$ cat src/include/bppt_pkg.sv
// constants, register map and field layout of the bridge pwm and phase timer
package bppt_pkg;
  localparam int unsigned AW = 8;
  localparam int unsigned DW = 32;
  localparam int unsigned PW = 12;
  localparam int unsigned SW = 11;
  localparam int unsigned TW = 10;
  localparam int unsigned WW = 18;
  localparam int unsigned NST = 6;
  localparam int unsigned NDLY = 4;
  // register byte addresses
  localparam logic [7:0] A_CTRL   = 8'h00;
  localparam logic [7:0] A_PERIOD = 8'h04;
  localparam logic [7:0] A_DUTY   = 8'h08;
  localparam logic [7:0] A_DEAD0  = 8'h0C;
  localparam logic [7:0] A_DEAD1  = 8'h10;
  localparam logic [7:0] A_PSD    = 8'h14;
  localparam logic [7:0] A_TCTRL  = 8'h18;
  localparam logic [7:0] A_STAT   = 8'h1C;
  localparam logic [7:0] A_CAPT   = 8'h20;
  localparam logic [7:0] A_TCNT   = 8'h24;
  localparam logic [7:0] A_PCNT   = 8'h28;
  // pwm_control_0 bits
  localparam int unsigned C_ON  = 0;
  localparam int unsigned C_DEAD = 1;
  localparam int unsigned C_PSE = 2;
  localparam int unsigned CTRL_W = 3;
  // timer_control fields
  localparam int unsigned T_RUN   = 0;
  localparam int unsigned T_MODE  = 1;
  localparam int unsigned T_EDGE  = 3;
  localparam int unsigned T_CKS   = 5;
  localparam int unsigned T_WAIT  = 8;
  localparam int unsigned T_CAPS  = 11;
  localparam int unsigned T_EVS   = 12;
  localparam int unsigned TCTRL_W = 13;
  // status flag positions
  localparam int unsigned S_DUTY = 0;
  localparam int unsigned S_PER  = 1;
  localparam int unsigned S_OVF  = 2;
  localparam int unsigned S_CAP  = 3;
  localparam int unsigned S_PRT0 = 4;
  localparam int unsigned S_PRT1 = 5;
  // capture edge codes
  localparam logic [1:0] E_RISE = 2'h0;
  localparam logic [1:0] E_FALL = 2'h1;
  // timer clock select codes
  localparam logic [2:0] K_DIV1 = 3'h0;
  localparam logic [2:0] K_DIV4 = 3'h1;
  localparam logic [2:0] K_DIV16 = 3'h2;
  localparam logic [2:0] K_DIV64 = 3'h3;
  localparam logic [2:0] K_FH   = 3'h4;
  localparam logic [2:0] K_FSUB = 3'h5;
  localparam logic [2:0] K_EVR  = 3'h6;
  localparam logic [2:0] K_EVF  = 3'h7;
  localparam logic [5:0] M_DIV4 = 6'h03;
  localparam logic [5:0] M_DIV16 = 6'h0F;
  localparam logic [5:0] M_DIV64 = 6'h3F;
  localparam logic [TW-1:0] T_MAX = 10'h3FF;
  // reset values
  localparam logic [PW-1:0] PER_RST  = 12'h0FF;
  localparam logic [PW-1:0] DUTY_RST = 12'h07F;
  localparam logic [PW-1:0] DT_RST   = 12'h000;
  localparam logic [SW-1:0] PSD_RST  = 11'h000;
  localparam int unsigned WAIT_UNIT = 1024;
endpackage

$ cat src/design/bppt_core.sv
// complementary bridge pwm with dead time, phase shift, phase detect and timer
// Function
// - Twelve-bit counter drives complementary outputs; period sets frequency, duty sets width.
// - Separate flags set on duty match and on period match.
// - Period, duty, delay and dead-time writes buffered, loaded when counter is zero.
// - Dead time is setting plus one cycles, gated by dead-time enable.
// - Main rising edges delayed by dead time 0, complement by dead time 1.
// - At generator start with dead time on, first main rise is undelayed.
// - Enabling dead time acts next rise; disabling stops it at once.
// - Phase-shift delay is eleven-bit setting plus one cycles.
// - Second pair copies first pair with rising edges delayed by phase shift.
// - Phase shift acts only when its control enable bit is set.
// - Phase-shift enable takes effect only after current period ends.
// - Detector 0 compares main with comparator 0, detector 1 complement with 1.
// - Phase signal high while current lags voltage, low with no difference.
// - Voltage lagging current gives no width and raises protection flag.
// - Ten-bit up timer clocked by divided, fast, slow or event edges.
// - Timer count and capture cleared only when run bit rises.
// - Timer mode counts 0 to 1023 and flags overflow on 1023.
// - Timer mode: wait elapsed latches count, flags capture, clears run.
// - Capture mode uses phase signal with rising, falling or both edges.
// - Capture mode latches count on each edge; counter runs until stop.
`timescale 1ns/1ps
module bppt_core #(
  parameter int unsigned WAIT_UNIT = bppt_pkg::WAIT_UNIT
) (
  // clock and reset
  input  wire logic                     mclk,
  input  wire logic                     reset,
  // register port
  input  wire logic [bppt_pkg::AW-1:0]  addr,
  input  wire logic [bppt_pkg::DW-1:0]  wdata,
  input  wire logic                     wr,
  input  wire logic                     rd,
  output logic      [bppt_pkg::DW-1:0]  rdata,
  // comparator and slow clock inputs
  input  wire logic                     currentCmp0Out,
  input  wire logic                     currentCmp1Out,
  input  wire logic                     lowSpeedTick,
  // bridge outputs
  output logic                          pairAMainOut,
  output logic                          pairACompOut,
  output logic                          pairBMainOut,
  output logic                          pairBCompOut,
  // phase detector outputs
  output logic                          phaseSig0,
  output logic                          phaseSig1
);
  localparam int unsigned PW = bppt_pkg::PW;
  localparam int unsigned TW = bppt_pkg::TW;
  localparam int unsigned WW = bppt_pkg::WW;
  localparam int unsigned NST = bppt_pkg::NST;
  localparam int unsigned DW = bppt_pkg::DW;

  logic [bppt_pkg::CTRL_W-1:0]  ctrl_r;
  logic [PW-1:0]                perBuf_r, dutyBuf_r, dead0Buf_r, dead1Buf_r;
  logic [bppt_pkg::SW-1:0]      psdBuf_r, psdAct_r;
  logic [PW-1:0]                perAct_r, dutyAct_r, dead0Act_r, dead1Act_r;
  logic [PW-1:0]                cnt_r, cnt_nxt;
  logic                         psEff_r;
  logic [bppt_pkg::TCTRL_W-1:0] tctrl_r;
  logic                         run_nxt, runRise;
  logic [TW-1:0]                tcnt_r, tcnt_nxt, capt_r, capt_nxt;
  logic [WW-1:0]                wait_r, waitLen;
  logic [5:0]                   presc_r;
  logic [NST-1:0]               stat_r, stSet, stClr;
  logic [bppt_pkg::DW-1:0]      rdata_r, rdMux;
  logic [1:0]                   phase_r, phPrev_r, evPrev_r, prot, vPrev;
  logic [3:0]                   uIn, uEn, uOut;
  logic [PW-1:0]                uDly [4];

  // address decode
  wire wCtrl  = wr && addr == bppt_pkg::A_CTRL;
  wire wPer   = wr && addr == bppt_pkg::A_PERIOD;
  wire wDuty  = wr && addr == bppt_pkg::A_DUTY;
  wire wDead0 = wr && addr == bppt_pkg::A_DEAD0;
  wire wDead1 = wr && addr == bppt_pkg::A_DEAD1;
  wire wPsd   = wr && addr == bppt_pkg::A_PSD;
  wire wTctrl = wr && addr == bppt_pkg::A_TCTRL;
  wire wStat  = wr && addr == bppt_pkg::A_STAT;

  wire genOn = ctrl_r[bppt_pkg::C_ON];
  wire deadOn = ctrl_r[bppt_pkg::C_DEAD];
  wire atZero = cnt_r == '0;
  wire atPer = cnt_r == perAct_r;

  // pwm counter
  assign cnt_nxt = (!genOn || atPer) ? '0 : cnt_r + 1'b1;
  wire rawMain = genOn && cnt_r <= dutyAct_r;
  wire rawComp = genOn && !(cnt_r <= dutyAct_r);

  always_ff @(posedge mclk)
  begin
    if (reset)
    begin
      cnt_r <= '0;
      perAct_r <= bppt_pkg::PER_RST;
      dutyAct_r <= bppt_pkg::DUTY_RST;
      dead0Act_r <= bppt_pkg::DT_RST;
      dead1Act_r <= bppt_pkg::DT_RST;
      psdAct_r <= bppt_pkg::PSD_RST;
      psEff_r <= 1'b0;
    end
    else
    begin
      cnt_r <= cnt_nxt;
      if (atZero)
      begin
        perAct_r <= perBuf_r;
        dutyAct_r <= dutyBuf_r;
        dead0Act_r <= dead0Buf_r;
        dead1Act_r <= dead1Buf_r;
        psdAct_r <= psdBuf_r;
      end
      if (!genOn || atPer)
        psEff_r <= ctrl_r[bppt_pkg::C_PSE];
    end
  end

  // software registers
  always_ff @(posedge mclk)
  begin
    if (reset)
    begin
      ctrl_r <= '0;
      perBuf_r <= bppt_pkg::PER_RST;
      dutyBuf_r <= bppt_pkg::DUTY_RST;
      dead0Buf_r <= bppt_pkg::DT_RST;
      dead1Buf_r <= bppt_pkg::DT_RST;
      psdBuf_r <= bppt_pkg::PSD_RST;
      tctrl_r <= '0;
    end
    else
    begin
      if (wCtrl) ctrl_r <= wdata[bppt_pkg::CTRL_W-1:0];
      if (wPer) perBuf_r <= wdata[PW-1:0];
      if (wDuty) dutyBuf_r <= wdata[PW-1:0];
      if (wDead0) dead0Buf_r <= wdata[PW-1:0];
      if (wDead1) dead1Buf_r <= wdata[PW-1:0];
      if (wPsd) psdBuf_r <= wdata[bppt_pkg::SW-1:0];
      tctrl_r <= {(wTctrl ? wdata[bppt_pkg::TCTRL_W-1:1] : tctrl_r[bppt_pkg::TCTRL_W-1:1]),
                  run_nxt};
    end
  end

  // rising-edge delay units: 0/1 dead time on pair a, 2/3 phase shift to pair b
  assign uIn = {uOut[1], uOut[0], rawComp, rawMain};
  assign uEn = {psEff_r, psEff_r, deadOn, deadOn};
  assign uDly[0] = dead0Act_r;
  assign uDly[1] = dead1Act_r;
  assign uDly[2] = {1'b0, psdAct_r};
  assign uDly[3] = {1'b0, psdAct_r};

  genvar g;
  generate
    for (g = 0; g < bppt_pkg::NDLY; g++)
    begin : gDly
      logic          out_r, busy_r, prev_r, skip_r, rise, fire;
      logic [PW-1:0] dc_r;
      assign rise = uIn[g] && !prev_r;
      assign fire = busy_r && dc_r == '0;
      always_ff @(posedge mclk)
      begin
        if (reset)
        begin
          out_r <= 1'b0;
          busy_r <= 1'b0;
          prev_r <= 1'b0;
          skip_r <= 1'b0;
          dc_r <= '0;
        end
        else
        begin
          prev_r <= uIn[g];
          skip_r <= (g == 0) && (!genOn || (skip_r && !rise));
          if (!uEn[g] || !uIn[g])
            busy_r <= 1'b0;
          else if (rise && !(skip_r && deadOn))
            busy_r <= 1'b1;
          else if (fire)
            busy_r <= 1'b0;
          dc_r <= rise ? uDly[g] : (busy_r ? dc_r - 1'b1 : dc_r);
          if (!uIn[g])
            out_r <= 1'b0;
          else if (!uEn[g] || (rise && skip_r))
            out_r <= 1'b1;
          else
            out_r <= out_r || fire;
        end
      end
      assign uOut[g] = out_r;

    end
  endgenerate

  assign pairAMainOut = uOut[0];
  assign pairACompOut = uOut[1];
  assign pairBMainOut = uOut[2];
  assign pairBCompOut = uOut[3];

  // phase detectors: phase high while voltage up and current not yet
  wire [1:0] vSig = {uOut[1], uOut[0]};
  wire [1:0] iSig = {currentCmp1Out, currentCmp0Out};
  assign prot = vSig & ~phPrev_r & iSig & ~{phaseSig1, phaseSig0} & ~vPrev;
  always_ff @(posedge mclk)
  begin
    if (reset)
    begin
      phase_r <= '0;
      vPrev <= '0;
    end
    else
    begin
      phase_r <= vSig & ~iSig;
      vPrev <= vSig;
    end
  end
  assign phaseSig0 = phase_r[0];
  assign phaseSig1 = phase_r[1];

  // timer clock select
  wire evSig = tctrl_r[bppt_pkg::T_EVS] ? currentCmp1Out : currentCmp0Out;
  wire evPrev = tctrl_r[bppt_pkg::T_EVS] ? evPrev_r[1] : evPrev_r[0];
  wire [2:0] cks = tctrl_r[bppt_pkg::T_CKS +: 3];
  wire tick = (cks == bppt_pkg::K_DIV1) || (cks == bppt_pkg::K_FH)
    || (cks == bppt_pkg::K_DIV4 && presc_r[1:0] == bppt_pkg::M_DIV4[1:0])
    || (cks == bppt_pkg::K_DIV16 && presc_r[3:0] == bppt_pkg::M_DIV16[3:0])
    || (cks == bppt_pkg::K_DIV64 && presc_r == bppt_pkg::M_DIV64)
    || (cks == bppt_pkg::K_FSUB && lowSpeedTick)
    || (cks == bppt_pkg::K_EVR && evSig && !evPrev)
    || (cks == bppt_pkg::K_EVF && !evSig && evPrev);

  // timer control
  wire runOn = tctrl_r[bppt_pkg::T_RUN];
  wire tmrMode = tctrl_r[bppt_pkg::T_MODE + 1];
  wire [1:0] edg = tctrl_r[bppt_pkg::T_EDGE +: 2];
  wire capSel = tctrl_r[bppt_pkg::T_CAPS];
  wire phNow = capSel ? phase_r[1] : phase_r[0];
  wire phOld = capSel ? phPrev_r[1] : phPrev_r[0];
  wire phRise = phNow && !phOld;
  wire phFall = !phNow && phOld;
  wire capEv = runOn && !tmrMode && ((edg == bppt_pkg::E_RISE) ? phRise :
    (edg == bppt_pkg::E_FALL) ? phFall : (phRise || phFall));
  assign waitLen = WW'(WAIT_UNIT) << tctrl_r[bppt_pkg::T_WAIT +: 3];
  wire waitDone = runOn && tmrMode && wait_r == waitLen - 1'b1;
  assign run_nxt = wTctrl ? wdata[bppt_pkg::T_RUN] : (runOn && !waitDone);
  assign runRise = run_nxt && !runOn;
  assign tcnt_nxt = runRise ? '0 : ((runOn && tick) ? tcnt_r + 1'b1 : tcnt_r);
  assign capt_nxt = runRise ? '0 : ((waitDone || capEv) ? tcnt_r : capt_r);

  always_ff @(posedge mclk)
  begin
    if (reset)
    begin
      tcnt_r <= '0;
      capt_r <= '0;
      wait_r <= '0;
      presc_r <= '0;
      phPrev_r <= '0;
      evPrev_r <= '0;
    end
    else
    begin
      tcnt_r <= tcnt_nxt;
      capt_r <= capt_nxt;
      wait_r <= (runOn && !runRise) ? wait_r + 1'b1 : '0;
      presc_r <= presc_r + 1'b1;
      phPrev_r <= phase_r;
      evPrev_r <= iSig;
    end
  end

  // sticky status, write one to clear, set beats clear
  assign stSet[bppt_pkg::S_DUTY] = genOn && cnt_r == dutyAct_r;
  assign stSet[bppt_pkg::S_PER] = genOn && atPer;
  assign stSet[bppt_pkg::S_OVF] = runOn && tmrMode && tick
    && tcnt_r == bppt_pkg::T_MAX - 1'b1;
  assign stSet[bppt_pkg::S_CAP] = waitDone || capEv;
  assign stSet[bppt_pkg::S_PRT1:bppt_pkg::S_PRT0] = prot;
  assign stClr = wStat ? wdata[NST-1:0] : '0;

  // read mux
  assign rdMux = (addr == bppt_pkg::A_CTRL)   ? DW'(ctrl_r) :
                 (addr == bppt_pkg::A_PERIOD) ? DW'(perBuf_r) :
                 (addr == bppt_pkg::A_DUTY)   ? DW'(dutyBuf_r) :
                 (addr == bppt_pkg::A_DEAD0)  ? DW'(dead0Buf_r) :
                 (addr == bppt_pkg::A_DEAD1)  ? DW'(dead1Buf_r) :
                 (addr == bppt_pkg::A_PSD)    ? DW'(psdBuf_r) :
                 (addr == bppt_pkg::A_TCTRL)  ? DW'(tctrl_r) :
                 (addr == bppt_pkg::A_STAT)   ? DW'(stat_r) :
                 (addr == bppt_pkg::A_CAPT)   ? DW'(capt_r) :
                 (addr == bppt_pkg::A_TCNT)   ? DW'(tcnt_r) :
                 (addr == bppt_pkg::A_PCNT)   ? DW'(cnt_r) : '0;

  always_ff @(posedge mclk)
  begin
    if (reset)
    begin
      stat_r <= '0;
      rdata_r <= '0;
    end
    else
    begin
      stat_r <= (stat_r & ~stClr) | stSet;
      rdata_r <= rd ? rdMux : '0;
    end
  end
  assign rdata = rdata_r;
endmodule

$ cat config.mk
export PLATFORM = sky130hd
export DESIGN_NAME = bppt_core
export DESIGN_NICKNAME = d
export VERILOG_FILES = /design/src/include/bppt_pkg.sv /design/src/design/bppt_core.sv
export SDC_FILE = /design/constraint.sdc
export NUM_CORES = 1
export LEC_CHECK = 0
export ABC_AREA = 1
export ABC_CLOCK_PERIOD_IN_PS = 1650
export BUFFER_PORTS_ARGS = -buffer_cell sky130_fd_sc_hd__buf_2
export CORE_MARGIN = 3
export CORE_UTILIZATION = 55
export CTS_CLUSTER_SIZE = 24
export DETAILED_ROUTE_END_ITERATION = 16
export PLACE_DENSITY = 0.8
export SLEW_MARGIN = 15
export SYNTH_ARGS = -nofsm -noshare
export SYNTH_HDL_FRONTEND = slang
export SYNTH_SLANG_ARGS = --single-unit
$ cat constraint.sdc
create_clock -name mclk -period 1.65 [get_ports mclk]
set_input_delay 0.165 -clock mclk [delete_from_list [all_inputs] [get_ports mclk]]
set_output_delay 0.165 -clock mclk [all_outputs]
set_load 0.01 [all_outputs]
==> flow_summary.json <==
{
  "place_area_um2": 14600,
  "setup_slack_ns": -0.360,
  "grt_pass1_vias": 12457,
  "clock_latency_ns": 0.56,
  "required_ns": 2.07,
  "die-area_um2": 26100,
  "ir_drop_v": 0.000814,
  "netSwitchingFraction": 0.219,
  "synth_edf_count": 0,
  "final_area_um2": 17400,
  "drt-initial-drc-count": 1617,
  "vias": 13835,
  "boundaryPins": 85,
  "ys_warn_count": 0,
  "grt_max_degree": 88,
  "cts_buffer_depth": 3,
  "routed_wirelength_um": 44100,
  "die_y_um": 162,
  "powerDensity_nw_per_um2": 820,
  "end_kind": "register",
  "finalCritPeriodShare": 1.22,
  "cp_top_family": "simple AND/OR/NAND/NOR gates",
  "path_clk_slew_ns": 0.06,
  "cts_tree": "done",
  "num_rows": 56,
  "viasPerCell": 5.86,
  "crit_type": "reg2reg",
  "cap_violations": 0,
  "cpPeakStageDelay_ns": 0.36,
  "fin_util": 0.736,
  "final_common_cell": "nand2_1",
  "drtPass1Iterations": 8,
  "crit_arrival_ns": 2.43,
  "h-tree-depth": 1,
  "fin_crit_ns": 2.01,
  "reg2reg_slack_ns": -0.36,
  "num-fill-cells": 1599,
  "antenna_cells": 0,
  "grt_setup_unrepaired": "yes",
  "syn_avg_cell_area_um2": 7.27,
  "final_cell_mix": "289 x nand2_1, 246 x dfxtp_1, 224 x inv_1",
  "startpoint_type": "register",
  "antenna_found_initial": 0,
  "tightest_slew_ns": 0.554,
  "start_util": 0.565,
  "cts_num_sinks": 277,
  "pwr-share-clk": 0.496,
  "ys_seq_area_frac": 0.416,
  "synth_seq_cells": 277,
  "grt.overflow.total": 0,
  "critical_path.cell_chain": "inv_1 -> ha_4 -> a21oi_1 -> nand2_2 -> nand2_2 -> nand3_4 -> nand2_8 -> nand3_4 -> nand2_2 -> nor2_1 -> nor2_1 -> nor2_1",
  "drive_gt1_frac": 0.269,
  "grt_use_total": 0.289,
  "synthToLayoutAreaGrowth_pct": 30.4,
  "die_w_um": 162,
  "setup_viol_count_final": 98,
  "relSlewSlack": 0.631,
  "crit_slowest_cell": "dfxtp_1",
  "leakage_uw": 0.00733,
  "p_seq_frac": 0.471,
  "power.internal_uw": 11100,
  "dp_hpwl_um": 26500,
  "path_max_fanout": 6,
  "synthCells": 1835,
  "synthDistinctLibCells": 51,
  "async_reset_ff_frac": 0,
  "coreArea_um2": 23600,
  "status": "complete, but fails checks",
  "slew_viol_final": 0,
  "fmax_mhz": 498,
  "syn_area_um2": 13300,
  "postRouteAntennaNets": 0,
  "grt_pass1_wl_um": 62500,
  "crit_buf_inv": 1,
  "clock_skew_ns": 0.00985,
  "combPwrFrac": 0.032,
  "drc": 0,
  "drt-wirelength-per-cell_um": 18.7,
  "synth_ff_type": "dfxtp_1",
  "cts_root_buffer": "clkbuf_16",
  "hold_path_class": "in2reg",
  "hold_viol": 0,
  "io_buffers": 46,
  "power.net_switching_uw": 3130,
  "gp_congestion": 0.992,
  "cts_buffers": 28,
  "nets": 2091,
  "violations": "negative setup slack",
  "post-place-ws_ns": -0.324,
  "finalPower_uw": 14300
}
[synthesized netlist by cell type (13+ instances only)]
cell / count / area, µm²
nand4_1: 23 / 144
inv_2: 18 / 67.6
a21oi_1: 176 / 881
a211oi_2: 20 / 250
buf_4: 29 / 218
inv_1: 241 / 905
nand3_1: 102 / 510
buf_2: 17 / 85.1
dfxtp_1: 277 / 5550
nor2_1: 191 / 717
a211oi_1: 13 / 97.6
nand2_1: 322 / 1210
nor3_1: 35 / 175
ha_1: 24 / 300
o211ai_1: 25 / 188
clkbuf_1: 29 / 109
xor2_1: 38 / 333
o21ai_0: 136 / 681
[power groups by stage]
stage               Combinational, µW  Sequential [µW]  Clock (µW)
floorplan                         251             6860           0
global placement                  383             6860           0
detailed placement                390             6860           0
CTS                               416             6710        7040
global route                      492             6720        7340
finish                            463             6720        7080
[worst min-delay path, stage by stage]
cell	delay [ns]
buf_2	0.19
nor2_1	0.12
nor2_1	0.05
[flip-flops by register name (all words and copies together) (netlist names), 12 cells and up]
register    cells
rdata          13
perBuf_r       12
dead1Buf_r     12
dead1Act_r     12
cnt_r          12
gDly.dc_r      48
dead0Act_r     12
dutyBuf_r      12
tctrl_r        13
dead0Buf_r     12
dutyAct_r      12
wait_r         18
perAct_r       12
[final timing paths]
check,cells past startpoint,end,start
max,12,gDly[0].dc_r[9],dutyAct_r[3]
min,3,dead0Buf_r[6],wdata[6]
max reg2reg,12,gDly[0].dc_r[9],dutyAct_r[3]
min reg2reg,1,gDly[2].busy_r,vPrev[0]
[metal layers]
layer | vias to the layer above | share of wire | track usage
li1 | 6348 | - | -
met1 | 6408 | 0.36 | 0.371
met2 | 831 | 0.48 | 0.491
met3 | 248 | 0.098 | 0.0416
met4 | 0 | 0.067 | 0.122
met5 | - | 0 | 0
[repair_timing]
item	4_1_cts	5_1_grt
hold buffers	12	0
resized for setup	73	239
gates cloned	8	6
pin swaps	19	64
endpoints found under the hold margin	20	0
setup endpoints to repair	98	140
setup buffers	5	30
[per-stage QoR]
step	setup TNS, ns	std cells	hold WS, ns
CTS	-4.07	2328	0.00300
global route	-19.95	2361	0.0227
detailed placement	-8.26	2251	0.360
finish	-12.23	2361	0.0214
global placement	-4.32	2251	0.350
floorplan	-0.643	1853	0.237
[kinds of logic after synthesis]
logic type	share of synthesized area
flops	0.416
buf+inv	0.110
xor+xnor	0.0322
simple gates	0.241
other cells	0.000281
compound gates	0.178
fa+ha+maj	0.0225
[layout make-up]
class | count | area [µm²] | area share
multi-input combinational | 1231 | 7400 | 0.426
inverter | 261 | 997 | 0.0574
clock buffer | 37 | 786 | 0.0452
tap | 319 | 399 | 0.0230
sequential | 277 | 5580 | 0.321
clock inverter | 15 | 238 | 0.0137
timing repair buffer | 221 | 1980 | 0.114
Note: power is estimated with default switching activity, not from simulation.
